$ cat src/inc/ima_params.svh
// Offsets, field positions, reset values and limits of the media access block.
// Assumes byte addresses on an 8-bit register address port.
`ifndef IMA_PARAMS_SVH
`define IMA_PARAMS_SVH
`define IMA_A_CTRL 8'h00
`define IMA_A_PERIOD 8'h04
`define IMA_A_SLOT 8'h08
`define IMA_A_IDS 8'h0c
`define IMA_A_USOFF 8'h10
`define IMA_A_GBOFF 8'h14
`define IMA_A_STATUS 8'h18
`define IMA_A_ISTAT 8'h1c
`define IMA_A_IMASK 8'h20
`define IMA_A_TIMER 8'h24
`define IMA_EN_BIT 8
`define IMA_HIGHEST_UNSCHEDULED_NODE_ID_LSB 8
`define IMA_PHASE_LSB 8
`define IMA_MOD_BIT 12
`define IMA_DUP_BIT 13
`define IMA_ROGUE_BIT 14
`define IMA_MISS_LSB 16
`define IMA_ID_RST 6'h3f
`define IMA_PERIOD_RST 20'h0c350
`define IMA_SLOT_RST 16'h0064
`define IMA_HIGHEST_SCHEDULED_NODE_ID_RST 6'h00
`define IMA_HIGHEST_UNSCHEDULED_NODE_ID_RST 6'h3f
`define IMA_USOFF_RST 20'h04e20
`define IMA_GBOFF_RST 20'h0afc8
`define IMA_MISS_LIMIT 2'h2
`endif

$ cat src/inc/ima_pkg.sv
// Types of the implicit token media access block.
// Assumes nothing beyond a SystemVerilog compiler.
package ima_pkg;
  typedef enum logic [1:0] {
    PH_SCHED = 2'b00,
    PH_UNSCHED = 2'b01,
    PH_GUARD = 2'b10
  } ima_phase_type;
  typedef enum logic [2:0] {
    EV_NONE = 3'b000,
    EV_DUP_ID = 3'b001,
    EV_PAR_MISMATCH = 3'b010,
    EV_MOD_TAKE = 3'b011,
    EV_MOD_DROP = 3'b100,
    EV_MOD_LOST = 3'b101
  } ima_evt_type;
  typedef struct packed {
    logic [19:0] period;
    logic [15:0] slot;
    logic [5:0] highest_scheduled_node_id;
    logic [5:0] highest_unscheduled_node_id;
    logic [5:0] unscheduled_start_id;
  } ima_link_par_type;
  typedef struct packed {
    logic valid;
    ima_evt_type id;
    logic [5:0] info;
  } ima_notice_type;
  typedef struct packed {
    logic ctl_en;
    logic [5:0] own_id;
    ima_link_par_type cfg;
    ima_link_par_type publ;
    logic [19:0] us_off;
    logic [19:0] gb_off;
    logic [19:0] timer;
    ima_phase_type phase;
    logic [5:0] tok;
    logic [15:0] slot_cnt;
    logic carrier;
    logic tx_act;
    logic sent;
    logic dup;
    logic rogue;
    logic mod;
    logic mod_sent;
    logic [1:0] miss;
    logic [5:0] low_seen;
    logic low_valid;
    logic [4:0] istat;
    logic [4:0] imask;
    logic irq;
    logic [31:0] rdata;
    logic tx_start;
    logic tx_mod;
    ima_notice_type notice;
  } ima_state_type;
endpackage

$ cat src/logic/ima_media_access.sv
// Implicit token medium access and moderator logic of one fieldbus node.
// Assumes a MAC that reports frame start and end with the source identifier,
// flags valid moderator frames, and sends a frame on a one-cycle start pulse.
//
// Decided for this implementation: the plain strobed port and the address map.
`timescale 1ns/1ps
`include "ima_params.svh"

// Behaviour
// - No transmit while cycle period disagrees.
// - Duplicate own identifier stops transmitting immediately.
// - Frame end loads token with source plus one.
// - Token equals own identifier: send one frame.
// - Frame or slot timeout advances token.
// - Slot timeout is a software adjustable count.
// - Cycle is scheduled, unscheduled, then guardband.
// - Scheduled pass runs zero to highest scheduled.
// - Unscheduled round robin up to guardband.
// - Unscheduled start rotates modulo highest plus one.
// - Unscheduled token wraps to zero past highest.
// - No ordinary frame starts that cannot end before guardband; moderator frames start in guardband.
// - Moderator frame in guardband resynchronises cycle.
// - Parameter mismatch on moderator frame disables transmitter.
// - Two silent cycles: lowest node becomes moderator.
// - Lower active identifier ends moderator role.
// - Event notices carry identifier plus optional information.
module ima_media_access (
  input wire logic CLK,
  input wire logic RST,
  input wire logic [7:0] REG_ADDR,
  input wire logic [31:0] REG_WDATA,
  input wire logic REG_WR,
  input wire logic REG_RD,
  output logic [31:0] REG_RDATA,
  input wire logic RX_START,
  input wire logic RX_END,
  input wire logic RX_MOD,
  input wire logic [5:0] RX_SRC,
  input wire ima_pkg::ima_link_par_type RX_PAR,
  input wire logic [15:0] TX_DUR,
  output logic TX_START,
  output logic TX_MOD_START,
  output ima_pkg::ima_link_par_type TX_PAR,
  output ima_pkg::ima_notice_type EVT,
  output logic IRQ
);
  import ima_pkg::*;

  ima_state_type s_q;
  ima_state_type s_d;
  logic wrap_c;
  logic mis_ev_c;
  logic dup_ev_c;
  logic drop_ev_c;
  logic lost_c;
  logic take_c;
  logic lowest_c;
  logic send_ok_c;
  logic slot_exp_c;
  logic elig_c;
  logic fits_c;
  logic [20:0] end_c;
  logic [4:0] set_c;
  logic [4:0] clr_c;
  logic [31:0] rd_c;

  // Next identifier; in the unscheduled interval it wraps past the highest one.
  function automatic logic [5:0] next_id(
    input logic [5:0] id,
    input logic [5:0] highest_unscheduled_node_id,
    input logic wrap
  );
    logic [5:0] n;
    n = 6'(id + 6'h01);
    if (wrap && id >= highest_unscheduled_node_id)
    begin
      n = 6'h00;
    end
    return n;
  endfunction

  always_comb
  begin
    s_d = s_q;
    s_d.tx_start = 1'b0;
    s_d.tx_mod = 1'b0;
    s_d.notice = '0;
    rd_c = 32'h0;
    clr_c = 5'h00;

    // A moderator frame restarts the cycle as well as the natural wrap does.
    wrap_c = RX_MOD || (s_q.timer >= 20'(s_q.cfg.period - 20'h00001));
    s_d.timer = wrap_c ? 20'h00000 : 20'(s_q.timer + 20'h00001);
    if (s_d.timer < s_q.us_off)
    begin
      s_d.phase = PH_SCHED;
    end
    else if (s_d.timer < s_q.gb_off)
    begin
      s_d.phase = PH_UNSCHED;
    end
    else
    begin
      s_d.phase = PH_GUARD;
    end

    mis_ev_c = RX_MOD && (RX_PAR.period != s_q.cfg.period
      || RX_PAR.slot != s_q.cfg.slot || RX_PAR.highest_scheduled_node_id != s_q.cfg.highest_scheduled_node_id
      || RX_PAR.highest_unscheduled_node_id != s_q.cfg.highest_unscheduled_node_id);
    dup_ev_c = RX_END && RX_SRC == s_q.own_id && !s_q.tx_act;
    drop_ev_c = s_q.mod && (RX_END || RX_MOD) && RX_SRC < s_q.own_id;
    lowest_c = !s_q.low_valid || s_q.own_id <= s_q.low_seen;
    lost_c = wrap_c && !RX_MOD && s_q.miss == 2'h1;
    take_c = lost_c && lowest_c && !s_q.mod;
    // Events of this very cycle already block a start; a flop would be a cycle late.
    send_ok_c = s_q.ctl_en && !s_q.dup && !s_q.rogue && !dup_ev_c && !mis_ev_c;
    slot_exp_c = !RX_END && !RX_START && !RX_MOD && !s_q.carrier && !s_q.tx_act
      && s_q.slot_cnt >= s_q.cfg.slot && s_q.phase != PH_GUARD;
    elig_c = (s_q.phase == PH_SCHED) ? (s_q.own_id <= s_q.cfg.highest_scheduled_node_id)
      : (s_q.own_id <= s_q.cfg.highest_unscheduled_node_id);
    end_c = {1'b0, s_q.timer} + {5'h00, TX_DUR};
    fits_c = end_c < {1'b0, s_q.gb_off};

    if (RX_START)
    begin
      s_d.carrier = 1'b1;
    end
    if (RX_END || RX_MOD)
    begin
      s_d.carrier = 1'b0;
      s_d.tx_act = 1'b0;
      if (!s_q.low_valid || RX_SRC < s_q.low_seen)
      begin
        s_d.low_seen = RX_SRC;
        s_d.low_valid = 1'b1;
      end
    end
    if (RX_START || RX_END || RX_MOD || slot_exp_c)
    begin
      s_d.slot_cnt = 16'h0000;
    end
    else if (s_q.slot_cnt != 16'hffff)
    begin
      s_d.slot_cnt = 16'(s_q.slot_cnt + 16'h0001);
    end

    case (s_q.phase)
      PH_SCHED, PH_UNSCHED:
      begin
        if (RX_END)
        begin
          s_d.tok = next_id(RX_SRC, s_q.cfg.highest_unscheduled_node_id, s_q.phase == PH_UNSCHED);
          s_d.sent = 1'b0;
        end
        else if (slot_exp_c)
        begin
          s_d.tok = next_id(s_q.tok, s_q.cfg.highest_unscheduled_node_id, s_q.phase == PH_UNSCHED);
        end
        if (s_q.tok == s_q.own_id && !s_q.sent && !s_q.tx_act && !s_q.carrier
          && !RX_START && !RX_END && elig_c && fits_c && send_ok_c)
        begin
          s_d.tx_start = 1'b1;
          s_d.sent = 1'b1;
          s_d.tx_act = 1'b1;
          s_d.slot_cnt = 16'h0000;
        end
      end
      PH_GUARD:
      begin
        // Ordinary frames never start here; only the moderator speaks.
        if (s_q.mod && !s_q.mod_sent && send_ok_c && !s_q.carrier
          && !s_q.tx_act && !RX_START)
        begin
          s_d.tx_mod = 1'b1;
          s_d.mod_sent = 1'b1;
          s_d.tx_act = 1'b1;
          s_d.publ = s_q.cfg;
          s_d.publ.unscheduled_start_id = next_id(s_q.cfg.unscheduled_start_id, s_q.cfg.highest_unscheduled_node_id, 1'b1);
        end
      end
      default:
      begin
        s_d.phase = PH_GUARD;
      end
    endcase

    if (s_q.phase == PH_SCHED && s_d.phase == PH_UNSCHED && !wrap_c)
    begin
      s_d.tok = s_q.cfg.unscheduled_start_id;
      s_d.sent = 1'b0;
      s_d.slot_cnt = 16'h0000;
    end

    if (wrap_c)
    begin
      s_d.tok = 6'h00;
      s_d.sent = 1'b0;
      s_d.mod_sent = 1'b0;
      s_d.low_valid = 1'b0;
      s_d.slot_cnt = 16'h0000;
      if (RX_MOD)
      begin
        s_d.miss = 2'h0;
        s_d.cfg.unscheduled_start_id = RX_PAR.unscheduled_start_id;
        s_d.rogue = mis_ev_c;
      end
      else
      begin
        // Without a moderator every node steps its start identifier alone.
        s_d.cfg.unscheduled_start_id = next_id(s_q.cfg.unscheduled_start_id, s_q.cfg.highest_unscheduled_node_id, 1'b1);
        if (s_q.miss != `IMA_MISS_LIMIT)
        begin
          s_d.miss = 2'(s_q.miss + 2'h1);
        end
      end
    end
    if (take_c)
    begin
      s_d.mod = 1'b1;
    end
    if (drop_ev_c)
    begin
      s_d.mod = 1'b0;
    end

    if (REG_WR)
    begin
      case (REG_ADDR)
        `IMA_A_CTRL:
        begin
          s_d.own_id = REG_WDATA[5:0];
          s_d.ctl_en = REG_WDATA[`IMA_EN_BIT];
          s_d.dup = 1'b0;
        end
        `IMA_A_PERIOD: s_d.cfg.period = REG_WDATA[19:0];
        `IMA_A_SLOT: s_d.cfg.slot = REG_WDATA[15:0];
        `IMA_A_IDS:
        begin
          s_d.cfg.highest_scheduled_node_id = REG_WDATA[5:0];
          s_d.cfg.highest_unscheduled_node_id = REG_WDATA[`IMA_HIGHEST_UNSCHEDULED_NODE_ID_LSB +: 6];
        end
        `IMA_A_USOFF: s_d.us_off = REG_WDATA[19:0];
        `IMA_A_GBOFF: s_d.gb_off = REG_WDATA[19:0];
        `IMA_A_ISTAT: clr_c = REG_WDATA[4:0];
        `IMA_A_IMASK: s_d.imask = REG_WDATA[4:0];
        default:
        begin
        end
      endcase
    end
    // The duplicate flag sets after any clear in the same cycle.
    if (dup_ev_c)
    begin
      s_d.dup = 1'b1;
    end

    set_c = {lost_c, drop_ev_c, take_c, mis_ev_c, dup_ev_c};
    s_d.istat = (s_q.istat & ~clr_c) | set_c;
    s_d.irq = |(s_d.istat & s_d.imask);

    if (dup_ev_c)
    begin
      s_d.notice = '{valid: 1'b1, id: EV_DUP_ID, info: RX_SRC};
    end
    else if (mis_ev_c)
    begin
      s_d.notice = '{valid: 1'b1, id: EV_PAR_MISMATCH, info: RX_SRC};
    end
    else if (drop_ev_c)
    begin
      s_d.notice = '{valid: 1'b1, id: EV_MOD_DROP, info: RX_SRC};
    end
    else if (take_c)
    begin
      s_d.notice = '{valid: 1'b1, id: EV_MOD_TAKE, info: s_q.own_id};
    end
    else if (lost_c)
    begin
      s_d.notice = '{valid: 1'b1, id: EV_MOD_LOST, info: 6'h00};
    end

    case (REG_ADDR)
      `IMA_A_CTRL:
      begin
        rd_c[5:0] = s_q.own_id;
        rd_c[`IMA_EN_BIT] = s_q.ctl_en;
      end
      `IMA_A_PERIOD: rd_c[19:0] = s_q.cfg.period;
      `IMA_A_SLOT: rd_c[15:0] = s_q.cfg.slot;
      `IMA_A_IDS:
      begin
        rd_c[5:0] = s_q.cfg.highest_scheduled_node_id;
        rd_c[`IMA_HIGHEST_UNSCHEDULED_NODE_ID_LSB +: 6] = s_q.cfg.highest_unscheduled_node_id;
      end
      `IMA_A_USOFF: rd_c[19:0] = s_q.us_off;
      `IMA_A_GBOFF: rd_c[19:0] = s_q.gb_off;
      `IMA_A_STATUS:
      begin
        rd_c[5:0] = s_q.tok;
        rd_c[`IMA_PHASE_LSB +: 2] = s_q.phase;
        rd_c[`IMA_MOD_BIT] = s_q.mod;
        rd_c[`IMA_DUP_BIT] = s_q.dup;
        rd_c[`IMA_ROGUE_BIT] = s_q.rogue;
        rd_c[`IMA_MISS_LSB +: 2] = s_q.miss;
      end
      `IMA_A_ISTAT: rd_c[4:0] = s_q.istat;
      `IMA_A_IMASK: rd_c[4:0] = s_q.imask;
      `IMA_A_TIMER: rd_c[19:0] = s_q.timer;
      default:
      begin
      end
    endcase
    s_d.rdata = REG_RD ? rd_c : 32'h0;
  end

  always_ff @(posedge CLK or posedge RST)
  begin
    if (RST)
    begin
      s_q <= '0;
      s_q.own_id <= `IMA_ID_RST;
      s_q.cfg.period <= `IMA_PERIOD_RST;
      s_q.cfg.slot <= `IMA_SLOT_RST;
      s_q.cfg.highest_scheduled_node_id <= `IMA_HIGHEST_SCHEDULED_NODE_ID_RST;
      s_q.cfg.highest_unscheduled_node_id <= `IMA_HIGHEST_UNSCHEDULED_NODE_ID_RST;
      s_q.us_off <= `IMA_USOFF_RST;
      s_q.gb_off <= `IMA_GBOFF_RST;
      s_q.phase <= PH_SCHED;
    end
    else
    begin
      s_q <= s_d;
    end
  end

  assign REG_RDATA = s_q.rdata;
  assign TX_START = s_q.tx_start;
  assign TX_MOD_START = s_q.tx_mod;
  assign TX_PAR = s_q.publ;
  assign EVT = s_q.notice;
  assign IRQ = s_q.irq;

  property p_tok_load;
    @(posedge CLK) disable iff (RST)
    (RX_END && s_q.phase == PH_SCHED && s_d.phase == PH_SCHED && !wrap_c)
    |=> s_q.tok == 6'($past(RX_SRC) + 6'h01);
  endproperty
  a_tok_load: assert property (p_tok_load)
    else $error("token not loaded from frame source");

  property p_dup_stop;
    @(posedge CLK) disable iff (RST)
    (dup_ev_c || s_q.dup) |=> !TX_START && !TX_MOD_START;
  endproperty
  a_dup_stop: assert property (p_dup_stop)
    else $error("transmit after duplicate identifier");

  property p_own_turn;
    @(posedge CLK) disable iff (RST)
    TX_START |-> $past(s_q.tok) == $past(s_q.own_id) && !$past(s_q.sent);
  endproperty
  a_own_turn: assert property (p_own_turn)
    else $error("frame started without own token");

  property p_guard_quiet;
    @(posedge CLK) disable iff (RST)
    TX_START |-> $past(s_q.phase) != PH_GUARD && $past(fits_c);
  endproperty
  a_guard_quiet: assert property (p_guard_quiet)
    else $error("frame started that cannot end before guardband");

  property p_slot_adv;
    @(posedge CLK) disable iff (RST)
    (slot_exp_c && s_q.phase == PH_SCHED && s_d.phase == PH_SCHED && !wrap_c)
    |=> s_q.tok == 6'($past(s_q.tok) + 6'h01) && s_q.slot_cnt == 16'h0000;
  endproperty
  a_slot_adv: assert property (p_slot_adv)
    else $error("token not advanced on slot timeout");

  property p_resync;
    @(posedge CLK) disable iff (RST)
    RX_MOD |=> s_q.timer == 20'h00000 ##1 s_q.timer == 20'h00001 || wrap_c;
  endproperty
  a_resync: assert property (p_resync)
    else $error("cycle timer not restarted by moderator frame");

  property p_period_off;
    @(posedge CLK) disable iff (RST)
    (RX_MOD && RX_PAR.period != s_q.cfg.period) |=> s_q.rogue && !TX_START;
  endproperty
  a_period_off: assert property (p_period_off)
    else $error("transmitter live with foreign cycle period");

  property p_mismatch;
    @(posedge CLK) disable iff (RST)
    (RX_MOD && RX_PAR.slot != s_q.cfg.slot) |=> s_q.rogue ##1 !TX_START;
  endproperty
  a_mismatch: assert property (p_mismatch)
    else $error("parameter mismatch did not disable transmitter");

  property p_mod_drop;
    @(posedge CLK) disable iff (RST)
    drop_ev_c |=> !s_q.mod && EVT.valid && EVT.id == EV_MOD_DROP;
  endproperty
  a_mod_drop: assert property (p_mod_drop)
    else $error("moderator role kept beside lower identifier");
endmodule

$ cat config.mk
export PLATFORM = sky130hd
export DESIGN_NAME = ima_media_access
export DESIGN_NICKNAME = d
export VERILOG_FILES = /design/src/inc/ima_pkg.sv /design/src/logic/ima_media_access.sv
export VERILOG_INCLUDE_DIRS = /design/src /design/src/inc
export SDC_FILE = /design/constraint.sdc
export NUM_CORES = 1
export LEC_CHECK = 0
export BUFFER_PORTS_ARGS = -buffer_cell sky130_fd_sc_hd__buf_2
export CAP_MARGIN = 20
export CORE_ASPECT_RATIO = 1.2
export CORE_MARGIN = 1
export CORE_UTILIZATION = 55
export DETAILED_ROUTE_END_ITERATION = 16
export GPL_TIMING_DRIVEN = 1
export HOLD_SLACK_MARGIN = 0.1
export PLACE_DENSITY_LB_ADDON = 0.15
export SLEW_MARGIN = 20
export SYNTH_ARGS = -nofsm -noshare
export SYNTH_HDL_FRONTEND = slang
export SYNTH_SLANG_ARGS = --single-unit
$ cat constraint.sdc
create_clock -name CLK -period 19 [get_ports CLK]
set_input_delay 1.9 -clock CLK [delete_from_list [all_inputs] [get_ports CLK]]
set_output_delay 1.9 -clock CLK [all_outputs]
set_load 0.02 [all_outputs]
After elaboration in Yosys (flattened, before gate mapping)
Index checks and enable logic that the tools add are counted.

cells by class
  $add $sub $neg = 8
  $mul = 0
  div/mod/pow operators = 0
  $lt $le $gt $ge = 13
  eq/ne operators = 22
  shifts and indexed selects = 0
  mux-type cells = 64
  bitwise gates (word level) = 4
  reduce and logical (&&, ||, !) cells = 92

operators with widths
  operator                                                               count
  22-bit 2-to-1 mux                                                      3
  10-bit 2-to-1 mux                                                      5
  5-bit case mux with 10 select lines                                    1
  16-bit 2-to-1 mux                                                      3
  20-bit less-than comparator                                            2
  20-bit 2-to-1 mux                                                      2
  1-bit logical AND                                                      36
  6-bit 2-to-1 mux                                                       6
  8-bit by 5-bit equality test with 1-bit output, second input constant  4
  2-bit AND reduction                                                    15
  20-bit by 16-bit adder with 21-bit output                              1
  21-bit by 20-bit less-than comparator with 1-bit output                1
  1-bit 2-to-1 mux                                                       21
  20-bit by 1-bit adder with 20-bit output, second input constant        1
  20-bit greater-or-equal comparator                                     1
  5-bit 2-to-1 mux                                                       4
  20-bit != test                                                         1
  2-bit case mux with 5 select lines                                     2
  20-bit by 1-bit subtractor with 20-bit output, second input constant   1
  6-bit by 1-bit adder with 6-bit output, second input constant          3
  6-bit greater-or-equal comparator                                      3
  6-bit <= comparator                                                    3
  2-bit nonzero test                                                     9
  16-bit by 1-bit adder with 16-bit output, second input constant        1
  35 further kinds                                                       74

storage, ports and cells
  bits in registers = 258
  bits in latches = 0
  RAM bits = 0
  ROM bits = 0
  input port bits = 123
  output and inout port bits = 99
  word-level logic and storage cells = 240
  memories kept = 0

Longest topological paths before layout
Gate-level depths: netlist of the first run.

  word-level depth = 14
  gate-level depth with buffers = 26
  depth with buffers taken out = 23

Worst setup path before layout of the first run
No wires, ideal clock.

  path kind = flip-flop to flip-flop
  start point = reg s_q[245] (netlist name)
  end point = reg s_q[87] (netlist name)
  setup time = 146 ps
  arrival time = 5625 ps
  data required time = 18854 ps
  path slack = 13230 ps
  stages on the path, launching flop included = 25
  buffers on the path = 2
  clock period less this slack = 5770 ps
  cell sequence = dfrtp_1 -> clkbuf_1 -> or4_1 -> nor4_1 -> nand2_1 -> nor2_1 -> nand2_1 -> nor4_1 -> xnor2_1 -> ha_1 -> nand4_1 -> nor4_1 -> a211oi_2 -> nand2_1 -> clkbuf_1 -> nor2_1 -> ha_1 -> and4_1 -> nand3_1 -> a2111oi_0 -> nand2_1 -> nor4b_2 -> o21ai_0 -> o311ai_2 -> o221ai_1

RTL lines
  item         line                    source
  from (decl)  ima_media_access.sv:49  ima_state_type s_q;

==> impl_metrics.tcl, run 1 <==
set metrics [dict create \
    synth_top_area_cell "dfrtp_1" \
    achievable-frequency_mhz 122.5 \
    yosys-top-cells-count "dfrtp_1 (223), ha_1 (164), mux2_2 (153)" \
    status "finished clean" \
    wirelength_um 49640 \
    slew_headroom_pct 26.80 \
    required_ns 19.46 \
    cp_max_fo 23 \
    vias 13292 \
    grt_usage_pct 31.39 \
    min_period_ns 8.162 \
    leakage_nw 9.231 \
    wl_per_cell_um 22.60 \
    chipHeight_um 194.7 \
    max-cap-violations 0 \
    grt_max_degree 129 \
    hpwl_um 37900 \
    min_from "TX_PAR[6]" \
    cts_sinks 258 \
    critPathArrivalTime_ns 8.62 \
    ys_warn_count 0 \
    switching_share_pct 30.03 \
    highest_layer "met4" \
    synth_edf_count 0 \
    finalInstanceArea_sq_um 18570 \
    htreeDepth 1 \
    worstMarginPinSlew_ns 1.070 \
    dr_wl_met2_um 25450 \
    cts.path.max_buffers 3 \
    rows 70 \
    async_reset_ff_share_pct 100.0 \
    numCtsBuffers 28 \
    fin_hold_ws_ns 0.4905 \
    io_buffers 197 \
    dieArea_sq_um 31670 \
    start_util_pct 55.86 \
    r2r-end "s_q[68]" \
    wl_met1_um 19250 \
    antenna_found_initial 1 \
    vdd_ir_drop_max_mv 0.07083 \
    root_buffer "clkbuf_16" \
    cts_tree "done" \
    p_sw_uw 423.4 \
    hold_viol 0 \
    power_density_nw_per_um2 75.89 \
    hold_path_end "TX_PAR[6]" \
    final_nets 2064 \
    cts_resized 0 \
    postCtsHoldBufs 0 \
    hold_path.class "reg2reg" \
    drv_slew 0 \
    slowest_delay_ns 0.86 \
    crit_path_cell_trace "or4_1 > nor4_1 > nand2_1 > nor2_1 > nand2_1 > nor4_1 > xnor2_1 > ha_1 > nand4_1 > nor4_1 > a211oi_2 > buf_4 > nand2_1 > nor2_1 > ha_1 > and4_1 > nand3_1 > a2111oi_0 > nand2_1 > nor4b_2 > o2111ai_1 > nand2_1 > o21ba_2" \
    yosysSeqAreaShare_pct 38.18 \
    route.met3.wl_um 3017 \
    synth.most_common_cell "dfrtp_1" \
    final_util_pct 60.94 \
    final.period_utilization_pct 42.96 \
    io_pins 222 \
    grt_pass1_vias 13228 \
    globalplace.congestion 0.9552 \
    grt_pass1_wl_um 75200 \
    crit_path_end_kind "flip-flop" \
    avgViaCountPerCell 6.053 \
    synth_top_area_share_pct 32.78 \
    r2r-start "s_q[245]" \
    crit_type "reg2reg" \
    route.detailed.drc 0 \
    worstSetupStartpointType "flip-flop" \
    ys_ff_latch 258 \
    fin_tns_setup_ns 0 \
    cts_setup_buffers 0 \
    ant_nets 0 \
    coreArea_sq_um 30480 \
    die_x_um 162.6 \
    path_delay_family "simple AND/OR/NAND/NOR gates" \
    pwr-share-clk_pct 37.7 \
    setup-violations-final 0 \
    syn_to_final_growth_pct 9.098 \
    avgSynthCellArea_sq_um 10.13 \
    internal_power_uw 986.2 \
    r2r_cells 23 \
    dr.pass1.iters 6 \
    clock_skew_ns 0.02710 \
    dpl_cell_area_sq_um 17670 \
    rsz0062_at_grt "no" \
    hold_depth 1 \
    synthTopCellsByArea "dfrtp_1 (33%), ha_1 (12%), mux2_2 (10%), dfstp_2 (5.4%), buf_4 (4.5%)" \
    ff2ff_setup_slack_ns 10.84 \
    critical_path_buf_inv_count 1 \
    drive_gt1_share_pct 24.92 \
    synth_area_sq_um 17030 \
    drt_iter0_markers 980 \
    seqPwrFrac_pct 44.3 \
    critPathSlowestCell "a2111oi_0" \
    overflow 0 \
    synth_ff_type "dfrtp_1" \
    syn_inst 1680 \
    yosysUniqueCellTypes 71 \
    pwr-share-comb_pct 18.0 \
    clock_latency_ns 0.58 \
    cpMostUsedCell "nand2_1" \
    cts.reportedPaths.clkPinSlew_ns 0.07 \
]
[layout make-up]
type                    instances  area, sq um
inverters                     118        450.4
multi-input cells            1163         9168
diodes                          2        5.005
repair buffers                207         1061
fillers                      2621        11910
clock buffers                  44        800.8
flip-flops and latches        258         6500
clock inverters                 8        93.84
well taps                     396        495.5
[cells in the final DEF, fill, tap and decap left out, types with 12 or more instances in the layout]
master and instances:
dfrtp_1 223, buf_2 197, ha_1 164, mux2_2 153, inv_1 117, nand2_1 90, xor2_1 83, nor2_1 80
a21oi_1 62, o21ai_0 53, xnor2_1 43, nand3_1 43, nor3_1 38, dfstp_2 35, a21o_1 33, clkbuf_16 28
nand4_1 26, nor4_1 22, a22oi_1 21, nand2b_1 18, o21a_1 16, a22o_1 16, a221oi_1 15, and3_1 13
a211oi_1 12, conb_1 12, clkbuf_1 12
[how the worst max path moves through the flow]
stage	from	depth (start not counted)	slack, ns	to
finish	s_q[245]	23	10.84	s_q[68]
CTS	s_q[245]	23	10.98	s_q[68]
detailed placement	s_q[245]	23	11.01	s_q[68]
floorplan	RST	1	10.06	EVT[0]
global route	s_q[245]	23	10.23	s_q[68]
global placement	s_q[245]	23	11.10	s_q[68]
[per-stage QoR]
step                      total power [mW]  cells  setup slack (ns)
final                                1.410   2196             10.84
after global routing                 1.465   2194             10.23
after CTS                            1.412   2194             10.98
after detailed placement            0.8834   2142             11.01
after global placement              0.8729   2142             11.10
after floorplan                     0.7948   1691             10.06
[cells by family (layout without fill, tap and decap cells)]
group / count (synthesis) / in the layout / synth area share (%)
AND/OR/NAND/NOR: 381 / 381 / 11.25
AO/OA/AOI/OAI: 315 / 315 / 12.88
buffers and inverters: 270 / 377 / 8.231
flip-flops: 258 / 258 / 38.18
adder cells (fa/ha/maj): 165 / 165 / 12.17
multiplexers: 164 / 164 / 10.79
XOR/XNOR: 126 / 126 / 6.482
other: 1 / 14 / 0.02203
[layer usage]
layer	vias to the layer above	track usage, %
li1	6116	-
met1	6592	37.81
met2	471	55.57
met3	113	4.738
met4	0	12.63
met5	-	0
[worst register-to-register path: stages, from the launching register on]
cell       delay [ns]
dfrtp_1          0.53
or4_1            0.65
nor4_1           0.27
nand2_1          0.17
nor2_1           0.12
nand2_1          0.13
nor4_1           0.31
xnor2_1          0.11
ha_1             0.30
nand4_1          0.17
nor4_1           0.36
a211oi_2         0.11
buf_4            0.22
nand2_1          0.73
nor2_1           0.25
ha_1             0.37
and4_1           0.23
nand3_1          0.13
a2111oi_0        0.86
nand2_1          0.20
nor4b_2          0.38
o2111ai_1        0.49
nand2_1          0.73
o21ba_2          0.25
[state kept, by name (all words and copies together) (netlist names)]
| name | count |
|---|---|
| TX_START | 1 |
| TX_PAR | 54 |
| s_q | 171 |
| TX_MOD_START | 1 |
| IRQ | 1 |
| EVT | 10 |
| REG_RDATA | 20 |
[power groups by stage]
stage	logic (mW)	registers, mW	clock network, mW
finish	0.253	0.624	0.532
global route	0.282	0.625	0.558
CTS	0.253	0.622	0.538
detailed placement	0.251	0.632	0
global placement	0.242	0.631	0
floorplan	0.191	0.604	0
No activity file was read; power rests on OpenSTA's default activity.
==> run 2, diff against run 1 <==
CORE_UTILIZATION = 54   (was 55)
clock period = 6.9 ns   (was 19 ns; I/O delays follow)
==> impl_metrics.tcl, run 2 (synthesis results as in run 1) <==
set metrics [dict create \
    finalInstanceArea_sq_um 18800 \
    rows 70 \
    grt_usage_pct 31.89 \
    drt_iter0_markers 1021 \
    final_util_pct 61.14 \
    dr.pass1.iters 6 \
    globalplace.congestion 0.9729 \
    hold_path.class "in2async" \
    crit_type "reg2reg" \
    fin_tns_setup_ns 0 \
    power_density_nw_per_um2 215.0 \
    vdd_ir_drop_max_mv 0.2190 \
    rsz0062_at_grt "no" \
    dpl_cell_area_sq_um 17740 \
    largest_register_ffs 171 \
    critPathArrivalTime_ns 6.72 \
    leakage_nw 9.337 \
    root_buffer "clkbuf_16" \
    slowest_delay_ns 0.63 \
    layout_commonest_cell "dfrtp_1" \
    max-cap-violations 0 \
    avgViaCountPerCell 6.077 \
    worstMarginPinSlew_ns 1.058 \
    htreeDepth 1 \
    vias 13418 \
    overflow 0 \
    crit_path_cell_trace "or4_1 > nor4_1 > nand2_1 > nor2_1 > nand2_1 > nor2_1 > xnor2_1 > ha_1 > a21o_1 > a21o_1 > a21o_1 > a211oi_2 > nand2_2 > buf_4 > nor2_1 > ha_1 > a21oi_1 > o21ai_0 > a221oi_1 > o211ai_1 > a31oi_1 > o21ai_0 > o311ai_4 > o221ai_1" \
    slew_headroom_pct 29.32 \
    ant_nets 0 \
    clock_skew_ns 0.02799 \
    clock_latency_ns 0.59 \
    cts_setup_buffers 0 \
    io_pins 222 \
    syn_to_final_growth_pct 10.41 \
    wl_per_cell_um 22.96 \
    io_buffers 197 \
    route.detailed.drc 0 \
    worstSetupStartpointType "flip-flop" \
    coreArea_sq_um 30740 \
    final_nets 2073 \
    wirelength_um 50690 \
    final.period_utilization_pct 91.17 \
    grt_pass1_vias 13641 \
    cts.reportedPaths.clkPinSlew_ns 0.06 \
    cp_max_fo 14 \
    setup-violations-final 0 \
    critical_path_buf_inv_count 1 \
    die_x_um 164.1 \
    dieArea_sq_um 32250 \
    drive_gt1_share_pct 26.00 \
    hold_viol 0 \
    postCtsHoldBufs 0 \
    fin_cells 2208 \
    cts.path.max_buffers 3 \
    dp_cells 2149 \
    numCtsBuffers 29 \
    grt_max_degree 179 \
    drv_slew 0 \
    cts_tree "done" \
    cts_sinks 258 \
    grt_pass1_wl_um 77180 \
    antenna_found_initial 5 \
    crit_path_end_kind "flip-flop" \
    achievable-frequency_mhz 159.0 \
    critPathSlowestCell "or4_1" \
    chipHeight_um 196.5 \
    status "finished clean" \
    hpwl_um 38450 \
    regMostFlops "s_q" \
    min_period_ns 6.291 \
    path_delay_family "compound AO/OA/AOI/OAI gates" \
    layout_common_cells "dfrtp_1 (223), buf_2 (197), ha_1 (164)" \
    required_ns 7.33 \
    start_util_pct 55.38 \
    cts_resized 0 \
]
## run 2: cell count changes in the layout (fill, tap and decap cells not counted), moves of 2 or more
| cell | before | now |
|---|---|---|
| clkinvlp_4 | 0 | 4 |
| diode_2 | 2 | 4 |
| clkbuf_8 | 4 | 9 |
| clkbuf_1 | 12 | 3 |
| buf_4 | 10 | 16 |
## run 2: where the power goes
group	switching (mW)	internal, mW	total [mW]	leakage (nW)
registers	0.127	1.59	1.71	3.38
logic	0.421	0.304	0.725	5.46
clock network	0.656	0.947	1.60	0.492
total	1.20	2.84	4.04	9.34
## run 2: final timing paths
| check | start | endpoint | slack [ns] | cells past startpoint |
|---|---|---|---|---|
| min reg2reg | TX_PAR[7] | TX_PAR[7] | 0.48 | 1 |
| max reg2reg | s_q[245] | s_q[91] | 0.61 | 24 |
| min | RST | TX_PAR[1] | 0.17 | 2 |
| min in group CLK | RX_PAR[1] | s_q[210] | 0.33 | 3 |
| max | s_q[245] | s_q[91] | 0.61 | 24 |
| max in group asynchronous | RST | s_q[255] | 5.36 | 4 |
## run 2: final cells by class
class                   count  area [sq um]
diodes                      4         10.01
clock buffers              41         860.8
clock inverters            13         141.4
fillers                  2583         11950
inverters                 118         446.7
multi-input cells        1163          9189
flip-flops and latches    258          6500
well taps                 396         495.5
repair buffers            215          1154
## run 2: per-stage QoR
| stage | setup WS (ns) | hold WS [ns] | total power [mW] |
|---|---|---|---|
| 2_1_floorplan | 1.130 | 0.4590 | 2.189 |
| 3_3_place_gp | 0.4804 | 0.4640 | 2.421 |
| 3_5_place_dp | 0.4750 | 0.4774 | 2.444 |
| 4_1_cts | 0.4076 | 0.1721 | 4.053 |
| 5_1_grt | 0.03326 | 0.2095 | 4.218 |
| 6_report | 0.6094 | 0.1681 | 4.042 |
## run 2: layer usage
layer / vias up / global-route usage, % / wire, um / share of wire [%]
met5: - / 0 / 10 / 0.020
met4: 2 / 18.28 / 2898 / 5.7
met3: 150 / 6.103 / 3362 / 6.6
met2: 518 / 53.46 / 24880 / 49
met1: 6595 / 37.97 / 19540 / 39
li1: 6153 / - / - / -
